$ cat src/inc/tw_pkg.sv
// Purpose: Shared constants, states and helpers for the two-wire channel.
// Assumes: 200 MHz system clock, six channels in the system.
// Notes:   Times are kept in ns and turned into cycle counts here.
`default_nettype none

package tw_pkg;

  //////////////////////////////////////////////////////////////////////////
  // Sizes
  localparam int NUM_CH      = 6;   // Channels sharing the interrupt path
  localparam int TC_CH_LIM   = 4;   // Channels below this may start transfers
  localparam int FRAME_BITS  = 8;   // Data bits per frame
  localparam int FIFO_DEPTH  = 8;   // Transmit buffer words
  localparam int DATA_W      = 8;

  //////////////////////////////////////////////////////////////////////////
  // Timing
  localparam int CLK_PERIOD_NS = 5;
  localparam int DATA_HOLD_NS  = 15;  // Output hold after clock fall
  // Least time, so rounded up to whole cycles
  localparam logic [2:0] HOLD_CYC =
    3'((DATA_HOLD_NS + CLK_PERIOD_NS - 1) / CLK_PERIOD_NS);

  //////////////////////////////////////////////////////////////////////////
  // Reset values
  localparam logic [7:0] RST_SHIFT  = 8'hff;  // Idle shifter sends ones
  localparam logic [3:0] RST_BITCNT = 4'h0;
  localparam logic [2:0] RST_HOLD   = 3'h0;
  localparam logic       RST_FLAG   = 1'b0;
  localparam logic [1:0] RST_LINES  = 2'h3;   // Both lines idle high

  //////////////////////////////////////////////////////////////////////////
  // Sequencer states, one-hot
  typedef enum logic [3:0] {
    ST_IDLE = 4'b0001,
    ST_DATA = 4'b0010,
    ST_ACK  = 4'b0100,
    ST_WAIT = 4'b1000
  } tw_state_t;

  //////////////////////////////////////////////////////////////////////////
  // Fixed interrupt order, highest first: 2, 3, 0, 1, 4, 5
  localparam logic [2:0] PRIO_ORDER [NUM_CH] =
    '{3'h2, 3'h3, 3'h0, 3'h1, 3'h4, 3'h5};

  // Picks the winning channel; bit 3 says any request is pending
  function automatic logic [3:0] tw_prio_pick(input logic [5:0] req);
    logic [3:0] pick;
    pick = 4'h0;
    for (int k = NUM_CH - 1; k >= 0; k--) begin
      if (req[PRIO_ORDER[k]]) begin
        pick = {1'b1, PRIO_ORDER[k]};
      end
    end
    return pick;
  endfunction

endpackage

`default_nettype wire

$ cat src/hdl/tw_fifo.sv
// Purpose: Small transmit buffer with valid/ready on both sides.
// Assumes: One clock domain; DEPTH is a power of two.
// Notes:   Head word sits in an output register, so capacity is DEPTH+1.
`default_nettype none

module tw_fifo #(
  parameter int W     = 8,
  parameter int DEPTH = 8
) (
  // Clock and reset
  input  wire logic         i_clk,
  input  wire logic         i_rstn,
  // Fill side
  input  wire logic         i_wr_valid,
  output logic              o_wr_ready,
  input  wire logic [W-1:0] i_wr_data,
  // Drain side
  output logic              o_rd_valid,
  input  wire logic         i_rd_ready,
  output logic [W-1:0]      o_rd_data
);

  localparam int AW = $clog2(DEPTH);

  logic [W-1:0] mem [DEPTH];
  logic [AW:0]  wr_ptr;
  logic [AW:0]  rd_ptr;
  logic [AW:0]  next_wr_ptr;
  logic [AW:0]  next_rd_ptr;
  logic         out_valid;
  logic         next_out_valid;
  logic [W-1:0] out_data;
  logic [W-1:0] next_out_data;
  logic         full;
  logic         empty;
  logic         push;
  logic         mem_pop;

  //////////////////////////////////////////////////////////////////////////
  // Pointer state; extra top bit tells full from empty
  always_comb begin
    full           = (wr_ptr ^ rd_ptr) == {1'b1, {AW{1'b0}}};
    empty          = wr_ptr == rd_ptr;
    push           = i_wr_valid && !full;
    mem_pop        = !empty && (!out_valid || i_rd_ready);
    next_wr_ptr    = push ? wr_ptr + 1'b1 : wr_ptr;
    next_rd_ptr    = mem_pop ? rd_ptr + 1'b1 : rd_ptr;
    next_out_data  = mem_pop ? mem[rd_ptr[AW-1:0]] : out_data;
    next_out_valid = mem_pop || (out_valid && !i_rd_ready);
  end

  // Pointers and head register
  always_ff @(posedge i_clk or negedge i_rstn) begin
    if (!i_rstn) begin
      wr_ptr    <= '0;
      rd_ptr    <= '0;
      out_valid <= 1'b0;
      out_data  <= '0;
    end else begin
      wr_ptr    <= next_wr_ptr;
      rd_ptr    <= next_rd_ptr;
      out_valid <= next_out_valid;
      out_data  <= next_out_data;
    end
  end

  // Storage, no reset needed
  always_ff @(posedge i_clk) begin
    if (push) begin
      mem[wr_ptr[AW-1:0]] <= i_wr_data;
    end
  end

  assign o_wr_ready = !full;   // Back-pressure to the writer
  assign o_rd_valid = out_valid;
  assign o_rd_data  = out_data;

endmodule

`default_nettype wire

$ cat src/hdl/tw_channel.sv
// Purpose: One two-wire controller channel: line filters, frame
//          sequencer, status flags, transfer requests and interrupts.
// Assumes: Lines arrive from pins; the peer drives the bus clock.
// Notes:   Protocol addressing is outside; this is the byte engine.
//
// Notes on behaviour
// - Only channels zero to three may raise a transfer-controller request.
// - Request flag starts the controller; the interrupt flag does not.
// - Ack check off: set empty, interrupt, request flags after tx frames.
// - Ack check on: ack 0 sets all three; ack 1 sets interrupt only.
// - Controller service clears empty, interrupt and request flags.
// - Nack with ack check on: no controller request, CPU interrupt instead.
// - Stop seen while sending the trailing dummy byte clears state itself.
// - Each line passes two cascaded system-clock latches and a comparator.
// - Filter moves only when both latches agree, else holds.
// - Enable clear resets buffer flags, sequencer, hold counter, line drives.
// - Enable clear keeps registers, bit counter and raised interrupts.
// - Enable clear mid-frame stops at once and releases both lines.
// - Enable clear never writes bus busy; a stop waveform may clear it.
// - One interrupt request per channel, flag gated by interrupt enable bit.
// - Fixed channel priority 2, 3, 0, 1, 4, 5.
// - Buffer empty or full after a frame holds the clock line low.
`default_nettype none

module tw_channel
  import tw_pkg::*;
#(
  parameter int CH_ID   = 0,
  parameter int DEPTH   = FIFO_DEPTH
) (
  // Clock and reset
  input  wire logic              i_clk,
  input  wire logic              i_rstn,
  // Two-wire pins, open drain, oe low while driving
  input  wire logic              i_scl,
  output logic                   o_scl_out,
  output logic                   o_scl_oe_n,
  input  wire logic              i_sda,
  output logic                   o_sda_out,
  output logic                   o_sda_oe_n,
  // Control bits
  input  wire logic              i_interface_enable_bit,
  input  wire logic              i_tx_mode,
  input  wire logic              i_ack_check_enable,
  input  wire logic              i_ack_out,
  input  wire logic              i_interface_interrupt_enable,
  // Transmit data into buffer
  input  wire logic              i_wr_valid,
  output logic                   o_wr_ready,
  input  wire logic [DATA_W-1:0] i_wr_data,
  // Receive data
  output logic [DATA_W-1:0]      o_rx_data,
  input  wire logic              i_rx_read,
  // Flag clearing
  input  wire logic              i_int_clear,
  input  wire logic              i_tc_done,
  // Status
  output logic                   o_tx_buffer_empty_flag,
  output logic                   o_rx_buffer_full_flag,
  output logic                   o_interface_interrupt_flag,
  output logic                   o_transfer_request_flag,
  output logic                   o_bus_busy_flag,
  output logic                   o_ack_received,
  output logic [3:0]             o_frame_bit_counter,
  // Transfer controller and interrupt controller
  output logic                   o_tc_req,
  output logic                   o_channel_interrupt_request,
  input  wire logic [NUM_CH-1:0] i_other_irq,
  output logic                   o_irq_pending,
  output logic [2:0]             o_irq_channel
);

  //////////////////////////////////////////////////////////////////////////
  // Line filters: index 0 is the clock line, 1 the data line
  logic [1:0] sync1;
  logic [1:0] sync2;
  logic [1:0] lat_a;
  logic [1:0] lat_b;
  logic [1:0] filt;
  logic [1:0] filt_q;
  logic [1:0] next_filt;

  // Two sync stages first, since the pins are asynchronous
  always_ff @(posedge i_clk or negedge i_rstn) begin
    if (!i_rstn) begin
      sync1  <= RST_LINES;
      sync2  <= RST_LINES;
      lat_a  <= RST_LINES;
      lat_b  <= RST_LINES;
      filt   <= RST_LINES;
      filt_q <= RST_LINES;
    end else begin
      sync1  <= {i_sda, i_scl};
      sync2  <= sync1;
      lat_a  <= sync2;
      lat_b  <= lat_a;
      filt   <= next_filt;
      filt_q <= filt;
    end
  end

  genvar gi;
  generate
    for (gi = 0; gi < 2; gi++) begin : g_filt
      always_comb begin
        next_filt[gi] = (lat_a[gi] == lat_b[gi]) ? lat_a[gi] : filt[gi];
      end
    end
  endgenerate

  //////////////////////////////////////////////////////////////////////////
  // Edge and condition detection
  logic scl_rise;
  logic scl_fall;
  logic start_det;
  logic stop_det;

  always_comb begin
    scl_rise  = filt[0] && !filt_q[0];
    scl_fall  = !filt[0] && filt_q[0];
    start_det = filt[0] && filt_q[0] && !filt[1] && filt_q[1];
    stop_det  = filt[0] && filt_q[0] && filt[1] && !filt_q[1];
  end

  //////////////////////////////////////////////////////////////////////////
  // Transmit buffer
  logic              fifo_valid;
  logic              fifo_ready;
  logic [DATA_W-1:0] fifo_data;

  tw_fifo #(
    .W     (DATA_W),
    .DEPTH (DEPTH)
  ) u_fifo (
    .i_clk      (i_clk),
    .i_rstn     (i_rstn),
    .i_wr_valid (i_wr_valid),
    .o_wr_ready (o_wr_ready),
    .i_wr_data  (i_wr_data),
    .o_rd_valid (fifo_valid),
    .i_rd_ready (fifo_ready),
    .o_rd_data  (fifo_data)
  );

  //////////////////////////////////////////////////////////////////////////
  // Frame sequencer
  tw_state_t         state;
  tw_state_t         next_state;
  logic [7:0]        shreg;
  logic [7:0]        next_shreg;
  logic [3:0]        bit_cnt;
  logic [3:0]        next_bit_cnt;
  logic [2:0]        hold_cnt;
  logic [2:0]        next_hold_cnt;
  logic              pend_low;
  logic              next_pend_low;
  logic              sda_low;
  logic              next_sda_low;
  logic              scl_hold;
  logic              next_scl_hold;
  logic              ack_rx;
  logic              next_ack_rx;
  logic [DATA_W-1:0] rx_data;
  logic [DATA_W-1:0] next_rx_data;
  logic              frame_end;
  logic              serviced;
  logic              en;
  logic              tx_empty;
  logic              rx_full;

  always_comb begin
    en            = i_interface_enable_bit;
    next_state    = state;
    next_shreg    = shreg;
    next_bit_cnt  = bit_cnt;
    next_hold_cnt = hold_cnt;
    next_pend_low = pend_low;
    next_sda_low  = sda_low;
    next_scl_hold = scl_hold;
    next_ack_rx   = ack_rx;
    next_rx_data  = rx_data;
    frame_end     = 1'b0;
    fifo_ready    = 1'b0;
    serviced      = i_tx_mode ? fifo_valid : !rx_full;
    if (!en) begin
      // release lines; bit counter kept as it is
      next_state    = ST_IDLE;
      next_hold_cnt = RST_HOLD;
      next_pend_low = 1'b0;
      next_sda_low  = 1'b0;
      next_scl_hold = 1'b0;
    end else if (stop_det) begin
      next_state    = ST_IDLE;
      next_hold_cnt = RST_HOLD;
      next_sda_low  = 1'b0;
      next_scl_hold = 1'b0;
    end else if (start_det) begin
      // Tx loads head word, or ones when nothing is queued
      next_state   = ST_DATA;
      next_bit_cnt = RST_BITCNT;
      next_sda_low = 1'b0;
      fifo_ready   = i_tx_mode;
      next_shreg   = (i_tx_mode && fifo_valid) ? fifo_data : RST_SHIFT;
    end else begin
      // Output change waits out the hold time after a clock fall
      if (hold_cnt != RST_HOLD) begin
        next_hold_cnt = hold_cnt - 3'h1;
        if (hold_cnt == 3'h1) begin
          next_sda_low = pend_low;
        end
      end
      case (state)
        ST_DATA: begin
          if (scl_rise) begin
            next_bit_cnt = bit_cnt + 4'h1;
            next_shreg   = {shreg[6:0], filt[1]};
          end else if (scl_fall) begin
            next_hold_cnt = HOLD_CYC;
            if (bit_cnt == 4'(FRAME_BITS)) begin
              // Ack slot: receiver answers, transmitter lets go
              next_state    = ST_ACK;
              next_pend_low = !i_tx_mode && !i_ack_out;
            end else begin
              next_pend_low = i_tx_mode && !shreg[7];
            end
          end
        end
        ST_ACK: begin
          if (scl_rise) begin
            next_ack_rx = filt[1];
          end else if (scl_fall) begin
            frame_end     = 1'b1;
            next_bit_cnt  = RST_BITCNT;
            next_pend_low = 1'b0;
            next_hold_cnt = HOLD_CYC;
            next_rx_data  = i_tx_mode ? rx_data : shreg;
            next_state    = ST_WAIT;
            next_scl_hold = 1'b1;
          end
        end
        ST_WAIT: begin
          if (serviced) begin
            next_state    = ST_DATA;
            next_scl_hold = 1'b0;
            fifo_ready    = i_tx_mode;
            next_shreg    = i_tx_mode ? fifo_data : shreg;
            next_hold_cnt = HOLD_CYC;
            next_pend_low = i_tx_mode && !fifo_data[7];
          end
        end
        ST_IDLE: begin
          next_state = ST_IDLE;
        end
        default: begin
          next_state = ST_IDLE;
        end
      endcase
    end
  end

  // Sequencer registers
  always_ff @(posedge i_clk or negedge i_rstn) begin
    if (!i_rstn) begin
      state    <= ST_IDLE;
      shreg    <= RST_SHIFT;
      bit_cnt  <= RST_BITCNT;
      hold_cnt <= RST_HOLD;
      pend_low <= 1'b0;
      sda_low  <= 1'b0;
      scl_hold <= 1'b0;
      ack_rx   <= RST_FLAG;
      rx_data  <= '0;
    end else begin
      state    <= next_state;
      shreg    <= next_shreg;
      bit_cnt  <= next_bit_cnt;
      hold_cnt <= next_hold_cnt;
      pend_low <= next_pend_low;
      sda_low  <= next_sda_low;
      scl_hold <= next_scl_hold;
      ack_rx   <= next_ack_rx;
      rx_data  <= next_rx_data;
    end
  end

  //////////////////////////////////////////////////////////////////////////
  // Status flags; a set in the clearing cycle always wins
  logic tx_ev;
  logic rx_ev;
  logic set_all;
  logic int_flag;
  logic xreq;
  logic busy;
  logic next_tx_empty;
  logic next_rx_full;
  logic next_int_flag;
  logic next_xreq;
  logic next_busy;

  always_comb begin
    tx_ev   = frame_end && i_tx_mode;
    rx_ev   = frame_end && !i_tx_mode;
    set_all = tx_ev && (!i_ack_check_enable || !ack_rx);
    next_int_flag = tx_ev || rx_ev ||
                    (int_flag && !(i_int_clear || i_tc_done));
    next_xreq     = set_all || rx_ev ||
                    (xreq && !(i_int_clear || i_tc_done));
    next_tx_empty = set_all ||
                    (tx_empty && !(i_wr_valid || i_tc_done));
    next_rx_full  = rx_ev || (rx_full && !i_rx_read);
    if (!en) begin
      next_tx_empty = RST_FLAG;
      next_rx_full  = RST_FLAG;
    end
    next_busy = start_det ? 1'b1 : (stop_det ? 1'b0 : busy);
  end

  always_ff @(posedge i_clk or negedge i_rstn) begin
    if (!i_rstn) begin
      tx_empty <= RST_FLAG;
      rx_full  <= RST_FLAG;
      int_flag <= RST_FLAG;
      xreq     <= RST_FLAG;
      busy     <= RST_FLAG;
    end else begin
      tx_empty <= next_tx_empty;
      rx_full  <= next_rx_full;
      int_flag <= next_int_flag;
      xreq     <= next_xreq;
      busy     <= next_busy;
    end
  end

  //////////////////////////////////////////////////////////////////////////
  // Requests out of the channel
  logic [NUM_CH-1:0] irq_vec;
  logic [3:0]        pick;

  always_comb begin
    o_tc_req = xreq && (CH_ID < TC_CH_LIM);
    o_channel_interrupt_request = int_flag && i_interface_interrupt_enable;
    irq_vec        = i_other_irq;
    irq_vec[CH_ID] = o_channel_interrupt_request;
    pick          = tw_prio_pick(irq_vec);
    o_irq_pending = pick[3];
    o_irq_channel = pick[2:0];
  end

  //////////////////////////////////////////////////////////////////////////
  // Pins and status outputs
  assign o_scl_out  = 1'b0;       // Open drain: only ever pulls low
  assign o_sda_out  = 1'b0;
  assign o_scl_oe_n = !scl_hold;
  assign o_sda_oe_n = !sda_low;

  assign o_rx_data                  = rx_data;
  assign o_tx_buffer_empty_flag     = tx_empty;
  assign o_rx_buffer_full_flag      = rx_full;
  assign o_interface_interrupt_flag = int_flag;
  assign o_transfer_request_flag    = xreq;
  assign o_bus_busy_flag            = busy;
  assign o_ack_received             = ack_rx;
  assign o_frame_bit_counter        = bit_cnt;

endmodule

`default_nettype wire

$ cat config.mk
export PLATFORM = sky130hd
export DESIGN_NAME = tw_channel
export DESIGN_NICKNAME = d
export VERILOG_FILES = /design/src/inc/tw_pkg.sv /design/src/hdl/tw_fifo.sv /design/src/hdl/tw_channel.sv
export SDC_FILE = /design/constraint.sdc
export NUM_CORES = 1
export LEC_CHECK = 0
export ABC_CLOCK_PERIOD_IN_PS = 2950
export BUFFER_PORTS_ARGS = -buffer_cell sky130_fd_sc_hd__buf_4
export CAP_MARGIN = 20
export CORE_MARGIN = 1.5
export CORE_UTILIZATION = 61
export CTS_BUF_LIST = sky130_fd_sc_hd__clkbuf_4
export CTS_CLUSTER_DIAMETER = 50
export CTS_CLUSTER_SIZE = 10
export DETAILED_ROUTE_END_ITERATION = 10
export MAX_ROUTING_LAYER = met4
export PLACE_DENSITY = 0.84
export SETUP_SLACK_MARGIN = 0.3
export SLEW_MARGIN = 20
export SYNTH_ARGS = -nofsm -noshare
export SYNTH_HDL_FRONTEND = slang
export SYNTH_SLANG_ARGS = --single-unit
$ cat constraint.sdc
create_clock -name i_clk -period 2.95 [get_ports i_clk]
set_input_delay 0.59 -clock i_clk [delete_from_list [all_inputs] [get_ports i_clk]]
set_output_delay 0.59 -clock i_clk [all_outputs]
set_load 0.1 [all_outputs]
==> metrics.yaml, run 1 <==
finalCritPeriodShare_pct: 86.47
grt_use_met2_pct: 36.88
netlist_top_cells_area: "edfxtp_1, dfrtp_1, dfstp_2, mux4_2, mux2i_1"
grt_util_all_layers_pct: 22.48
p_int_mw: 3.233
max_freq_mhz: 392.0
critPathCaptureType: "primary output"
viasPerCell: 5.821
setup.worst_path.start_class: "flip-flop"
grt_overflow_total: 0
ant_nets: 0
drive_gt1_share_pct: 34.49
status: "finished clean"
power_density_mw_per_mm2: 772.5
synthFlopType: "edfxtp_1"
numCtsBuffers: 17
synth_area_sq_mm: 0.005565
grt_max_degree: 66
synth_edf_count: 64
irDropWorstVdd_mv: 0.4548
slew_viol_final: 0
vias: 3312
synthToLayoutAreaGrowth_pct: 15.04
synth_cell_type_count: 52
grt_pass1_wl_mm: 16.10
hold_path.class: "input port to asynchronous set/reset pin"
drv_cap: 0
ioPinCount: 56
chipHeight_um: 98.52
crit_fanout: 3
die_area_sq_mm: 0.009705
ys_warn_count: 0
cts.sinks: 129
met1_usage_pct: 27.08
clk_pin_slew_ps: 130
routed_wl_mm: 9.962
clock_latency_ps: 530
grt_pass1_vias: 3346
gp_congestion: 0.9209
pwr-share-comb_pct: 26.4
drc: 0
wl_per_cell_um: 17.51
antenna_found_initial: 0
cts_tree: "yes"
finalNetCount: 482
leakage_nw: 2.475
nFillCells: 525
syn_inst: 390
synth_common_cells: "edfxtp_1, dfrtp_1, nor2_1"
core-area_sq_mm: 0.008763
finalPower_mw: 4.946
initialDrtViolationCount: 199
die_w_um: 98.52
clock_skew_ps: 18.63
p_sw_mw: 1.713
portBuffers: 52
busiest_layer: "met2"
critPathArrivalTime_ps: 1960
antenna_cells: 0
tightest_slew_ps: 784.1
maxSlewHeadroom_pct: 47.73
yosysTopAreaCell: "edfxtp_1"
num_rows: 34
critical_path_class: "flip-flop to primary output"
cts_max_level: 4
synth_most_common_cell: "edfxtp_1"
required_ps: 2360
async_flop_share_pct: 50.39
syn_area_per_cell_sq_um: 14.27
hpwl_mm: 6.736
synth-seq-area-share_pct: 64.23
grt_use_met3_pct: 6.525
power_frac_seq_pct: 50.0
synth_top_area_share_pct: 34.53
rsz0062_at_grt: "no"
hold_viol: 0
swShare_pct: 34.63
period_needed_ps: 2551
clockRootBuffer: "clkbuf_4"
setup_viol: 0
clk_path_buf_depth: 2
clkPwrFrac_pct: 23.5
fin_setup_tns_ps: 0
drt-pass1-iter-count: 4
initial_core_util_pct: 63.51
ys_ff_latch: 129
-- registers in the layout (all words and copies together) (netlist names), 2 cells and up --
name / flops
u_fifo.mem: 64
hold_cnt: 3
shreg: 8
sync2: 2
u_fifo.rd_ptr: 4
sync1: 2
state: 4
u_fifo.wr_ptr: 4
filt_q: 2
o_rx_data: 8
lat_b: 2
lat_a: 2
filt: 2
u_fifo.o_rd_data: 8
o_frame_bit_counter: 4
-- final timing paths --
path / startpoint / end / slack, ps / cells past startpoint
worst max-delay path: o_interface_interrupt_flag / o_irq_channel[2] / 400 / 4
worst min-delay path: i_rstn / o_frame_bit_counter[0] / 130 / 1
worst max register to register: state[2] / o_rx_data[7] / 570 / 5
worst min register to register: sync2[0] / lat_a[0] / 360 / 0
max in group asynchronous: i_rstn / o_interface_interrupt_flag / 2270 / 1
min in group i_clk: i_scl / sync1[0] / 160 / 1
-- power groups by stage --
stage / clock network [mW] / logic, mW / registers, mW
after CTS: 1.18 / 1.33 / 2.47
after global routing: 1.26 / 1.43 / 2.51
after global placement: 0 / 1.26 / 2.49
after detailed placement: 0 / 1.32 / 2.51
final: 1.16 / 1.31 / 2.47
after floorplan: 0 / 1.05 / 2.44
-- metal layers --
metal / routed length, um / vias up
met3: 608 / 16
met1: 4135 / 1613
met2: 5063 / 112
met5: 0 / -
met4: 154 / 0
li1: - / 1571
-- kinds of logic (layout without fill, tap and decap cells) --
kind of cell             count (synthesis)  after routing  synth area share (%)
AO/OA/AOI/OAI                           57             57                 6.880
other                                    1              2               0.06738
adder cells (fa/ha/maj)                  9              9                 1.933
XOR/XNOR                                12             12                 1.888
multiplexers                            42             42                 11.74
buffers and inverters                   32            102                 2.900
AND/OR/NAND/NOR                        108            108                 10.36
flip-flops                             129            129                 64.23
-- layout make-up --
| type | instances | area (sq um) | area share, % |
|---|---|---|---|
| Clock buffer | 17 | 127.6 | 1.993 |
| Clock inverter | 15 | 167.7 | 2.619 |
| Inverter | 11 | 41.29 | 0.6449 |
| Multi-Input combinational cell | 230 | 1908 | 29.80 |
| Sequential cell | 129 | 3576 | 55.85 |
| Tap cell | 108 | 135.1 | 2.111 |
| Timing Repair Buffer | 59 | 446.7 | 6.977 |
-- repair_timing --
action                     4_1_cts  5_1_grt
setup endpoints to repair        0        1
gates resized for setup          0        1
buffers inserted                 0        0
hold buffers                     0        0
-- per-stage QoR --
step                utilization (%)  std cells  instance area [sq um]  hold WS (ps)  setup WS (ps)
floorplan                         -        391                   5657         294.4          195.0
global placement              69.65        537                   6103         346.3          572.4
detailed placement            69.65        537                   6103         346.8          555.2
CTS                           73.02        569                   6399         138.4          360.4
global route                  73.06        569                   6402         123.7          307.1
finish                        73.06        569                   6402         126.3          399.1
-- placed cells by master (no fill, tap or decap), types with 3 or more instances in the layout --
cell type / n
a21o_1: 3
a21oi_1: 17
a31oi_1: 12
buf_4: 58
clkbuf_4: 17
clkinv_8: 4
dfrtp_1: 43
dfstp_2: 21
edfxtp_1: 64
ha_1: 7
inv_1: 11
inv_6: 5
inv_8: 3
mux2_2: 5
mux2_4: 5
mux2i_1: 15
mux4_2: 16
nand2_1: 25
nand2b_1: 8
nand3_1: 7
nand4b_1: 4
nor2_1: 28
nor2_4: 5
nor2b_1: 5
nor3_1: 3
o21ai_0: 10
xnor2_1: 7
xor2_1: 4
-- worst max-delay path, stage by stage (launching register included) --
cell and delay, ps:
dfrtp_2 430, and2_2 200, or3_1 400, nor2_4 120
buf_4 280
Note: power is estimated with default switching activity, not from simulation.
==> run 2: changes to the inputs <==
PLACE_DENSITY = 0.82   (was 0.84)
==> run 2 against run 1 <==
  * Utilization rose by 0.11 points
  * Largest cell class unchanged
  * Power rose by 0.99%
  * Die area did not move
  * Count of clock-buffer cells in the layout unchanged
  * Critical path type unchanged
  * Sequential power about the same
  * Final cell count is 0.35% higher
  * Non-clock buffer count rose by 2
  * Fmax grew 0.79%
  * Wire length increased by 1.2%
==> metrics.yaml, run 2 (same netlist as run 1, synthesis figures left out) <==
viasPerCell: 5.888
routed_wl_mm: 10.09
critPathLaunch: "o_interface_interrupt_flag"
clk_pin_slew_ps: 140
chipHeight_um: 98.52
dp_cells: 539
die_w_um: 98.52
worstRegToRegCells: 5
multiInputGateArea_sq_mm: 0.001908
fin_setup_tns_ps: 0
hold_path.class: "input port to asynchronous set/reset pin"
ant_nets: 0
reg2reg_slack_ps: 630
status: "finished clean"
numCtsBuffers: 17
slew_viol_final: 0
clock_latency_ps: 530
regArea_sq_mm: 0.003576
finalPower_mw: 4.995
grt_max_degree: 66
tightest_slew_ps: 795.9
largest_register_ffs: 64
r2r-start: "state[2]"
finalNetCount: 484
num_rows: 34
grt_pass1_wl_mm: 16.91
synthToLayoutAreaGrowth_pct: 15.22
ioPinCount: 56
core-area_sq_mm: 0.008763
cts.sinks: 129
rsz0062_at_grt: "no"
setup.worst_path.start_class: "flip-flop"
irDropWorstVdd_mv: 0.6029
max_freq_mhz: 395.1
hpwl_mm: 6.655
grt_overflow_total: 0
critPathCaptureType: "primary output"
crit_fanout: 3
clockRootBuffer: "clkbuf_4"
drv_cap: 0
vias: 3362
timing.hold.ws_ps: 115.6
setup_viol: 0
drt-pass1-iter-count: 4
initialDrtViolationCount: 112
antenna_cells: 0
die_area_sq_mm: 0.009705
wl_per_cell_um: 17.66
hold_viol: 0
critPathArrivalTime_ps: 1940
clk_path_buf_depth: 2
period_needed_ps: 2531
initial_core_util_pct: 63.51
final_common_cell: "edfxtp_1"
cts.hold.buffers_added: 0
nFillCells: 555
cts_max_level: 4
grt_util_all_layers_pct: 23.66
gp_congestion: 0.8353
leakage_nw: 2.485
maxSlewHeadroom_pct: 46.94
final_cell_mix: "edfxtp_1, buf_4, dfrtp_1"
drive_gt1_share_pct: 34.77
clock_skew_ps: 19.30
required_ps: 2360
critical_path_class: "flip-flop to primary output"
finalCritPeriodShare_pct: 85.79
drc: 0
cts_tree: "yes"
portBuffers: 52
antenna_found_initial: 0
grt_pass1_vias: 3331
finalNonFillerCells: 571
worstReg2RegEnd: "o_rx_data[2]"
power_density_mw_per_mm2: 779.0
## run 2: changes by cell type in the layout (fill, tap and decap cells not counted)
cell,previous run,this run
bufinv_16,0,1
clkinvlp_4,1,2
inv_8,3,5
clkinv_8,4,0
buf_4,58,60
## run 2: through the flow
stage,instance area [sq um],setup slack (ps),util [%]
after floorplan,5657,195.0,-
after global placement,6118,572.7,69.82
after detailed placement,6118,552.7,69.82
after CTS,6409,340.6,73.13
after global routing,6412,310.9,73.17
final,6412,419.1,73.17
## run 2: final cells by class
class | count | share of cell area, %
timing repair buffer | 61 | 7.200
tap | 108 | 2.107
clock buffer | 17 | 1.990
sequential | 129 | 55.77
multi-input combinational | 230 | 29.76
clock inverter | 15 | 2.537
inverter | 11 | 0.6439
## run 2: routing by layer
layer	global-route usage, %	vias up	share of wire, %
met4	6.501	0	0.72
met5	-	-	0
li1	-	1564	-
met1	29.94	1694	43
met3	6.879	12	5.4
met2	37.88	92	51
## run 2: power by group
group          switching, mW  leakage [nW]  internal [mW]
Sequential             0.214          1.36           2.26
Clock                  0.743         0.154          0.461
Combinational          0.732         0.973          0.582
## run 2: critical path, cell delays in order (launching register included)
cell and delay (ps):
dfrtp_2 420, and2_2 210, or3_1 400, nor2_4 110, buf_4 280
## run 2: how the worst max path moves through the flow
| stage | end | slack [ps] | depth (start not counted) |
|---|---|---|---|
| 6_report | o_irq_channel[2] | 420 | 4 |
| 3_3_place_gp | o_irq_pending | 570 | 5 |
| 5_1_grt | o_irq_channel[2] | 310 | 4 |
| 4_1_cts | o_irq_pending | 340 | 4 |
| 3_5_place_dp | o_irq_pending | 550 | 5 |
| 2_1_floorplan | u_fifo.mem[0][0] | 200 | 6 |
## run 2: repair_timing
item / CTS / global route
buffers inserted: 0 / 0
resized for setup: 0 / 1
setup endpoints to repair: 0 / 1
==> run 3: changes to the inputs <==
RECOVER_POWER = 50   (was not set)
SETUP_SLACK_MARGIN = 0.5   (was 0.3)
==> run 3 against run 2 <==
  * The flow now finishes with violations (max-capacitance violations, max-slew violations)
  * Global-route usage increased by 0.22 points
  * Register-to-register slack worse by 30 ps
  * Cell area grew 1.1%
  * Via count is 0.77% higher
  * Sequential share of layout area down 0.55 points
  * Die area unchanged
  * Non-clock buffer count shrank 1
  * Critical path depth unchanged
  * Largest power group unchanged
==> metrics.yaml, run 3 (same netlist as run 1, synthesis figures left out) <==
clk_path_buf_depth: 2
drv_cap: 1
slew_viol_final: 66
period_needed_ps: 2426
tightest_slew_ps: 1562
wl_per_cell_um: 17.94
finalCritPeriodShare_pct: 82.23
drc: 0
setup.worst_path.start_class: "flip-flop"
slowest_stage: "dfrtp_2"
max_freq_mhz: 412.2
grt_max_degree: 66
swShare_pct: 33.36
slowest_delay_ps: 450
hold_path.class: "input port to flip-flop"
clk_pin_slew_ps: 140
antenna_found_initial: 0
finalNonFillerCells: 570
maxSlewHeadroom_pct: -4.132
grt_pass1_vias: 3392
multiInputGateArea_sq_mm: 0.001944
cts_max_level: 4
finalNetCount: 483
clock_latency_ps: 520
cp_top_family: "simple AND/OR/NAND/NOR gates"
setup_viol: 0
status: "finished, violations left"
initialDrtViolationCount: 135
irDropWorstVdd_mv: 0.5282
portBuffers: 52
hold_viol: 0
cp_cell_sequence: "and2_4 -> or3_4 -> nand2b_4 -> buf_12"
hpwl_mm: 6.732
numCtsBuffers: 17
vias: 3388
ioPinCount: 56
ant_nets: 0
drive_gt1_share_pct: 33.12
power_density_mw_per_mm2: 787.4
cts.sinks: 129
required_ps: 2360
cts_tree: "yes"
routed_wl_mm: 10.22
synthToLayoutAreaGrowth_pct: 16.46
nFillCells: 578
crit_fanout: 2
clkPwrFrac_pct: 25.3
grt_overflow_total: 0
grt_util_all_layers_pct: 23.88
largest_register_ffs: 64
chipHeight_um: 98.52
final_core_util_pct: 73.96
p_int_mw: 3.401
initial_core_util_pct: 63.51
critPathBufInv: 1
dp_cells: 534
fin_setup_tns_ps: 0
viasPerCell: 5.944
finalPower_mw: 5.104
num_rows: 34
antenna_cells: 0
final_common_cell: "edfxtp_1"
die_w_um: 98.52
pwr-share-comb_pct: 26.1
die_area_sq_mm: 0.009705
core-area_sq_mm: 0.008763
rsz0062_at_grt: "yes"
drt-pass1-iter-count: 4
clock_skew_ps: 26.35
power_frac_seq_pct: 48.6
critPathCaptureType: "primary output"
p_sw_mw: 1.703
regArea_sq_mm: 0.003578
final_cell_mix: "edfxtp_1, buf_4, dfrtp_1"
grt_pass1_wl_mm: 16.95
gp_congestion: 0.8971
critPathArrivalTime_ps: 1840
leakage_nw: 2.489
clockRootBuffer: "clkbuf_4"
critical_path_class: "flip-flop to primary output"
violations: "max-capacitance violations, max-slew violations"
timing.hold.ws_ps: 174.5
[run 3: cell types whose count changed in the layout (fill, tap and decap cells not counted), sizes merged]
cell,previous run,this run
bufinv,1,2
buf,61,49
clkbuf,17,28
clkinvlp,2,1
[run 3: final cells by class]
class / count / share of cell area [%]
clock buffers: 17 / 1.969
inverters: 11 / 0.6371
clock inverters: 15 / 2.896
multi-input cells: 230 / 30.00
flip-flops and latches: 129 / 55.21
well taps: 108 / 2.085
repair buffers: 60 / 7.201
[run 3: timing repair]
| action | CTS | global route |
|---|---|---|
| setup endpoints to repair | 3 | 16 |
| buffers inserted | 2 | 2 |
| hold buffers | 0 | 0 |
| resized for setup | 9 | 6 |
| pin swaps | 2 | 3 |
| endpoints found under the hold margin | 0 | 0 |
[run 3: per-layer routing]
metal / GRT usage (%) / part of all wire [%] / vias up
li1: - / - / 1573
met1: 30.62 / 41 / 1688
met2: 37.46 / 52 / 109
met3: 5.887 / 5.1 / 18
met4: 8.884 / 1.7 / 0
met5: - / 0 / -
[run 3: final timing paths]
check                                            from                to  slack, ps  cells past startpoint
min                                             i_sda          sync1[1]        170                      1
max                        o_interface_interrupt_flag     o_irq_pending        520                      4
max in group asynchronous                      i_rstn  u_fifo.wr_ptr[2]       1480                      1
min reg2reg                                  sync1[1]          sync2[1]        370                      0
max reg2reg                                   filt[0]      o_rx_data[5]        600                      5
min in group asynchronous                      i_rstn           sda_low        440                      1
[run 3: through the flow]
stage	cell area [sq um]	setup WS [ps]
finish	6481	524.2
CTS	6465	479.0
global placement	6102	606.3
global route	6481	441.3
detailed placement	6102	542.4
floorplan	5680	195.0
[run 3: power by group through the flow]
stage | clock network [mW] | registers (mW) | logic, mW
floorplan | 0 | 2.44 | 1.07
global placement | 0 | 2.49 | 1.26
detailed placement | 0 | 2.52 | 1.32
CTS | 1.32 | 2.48 | 1.34
global route | 1.39 | 2.52 | 1.47
finish | 1.29 | 2.48 | 1.33
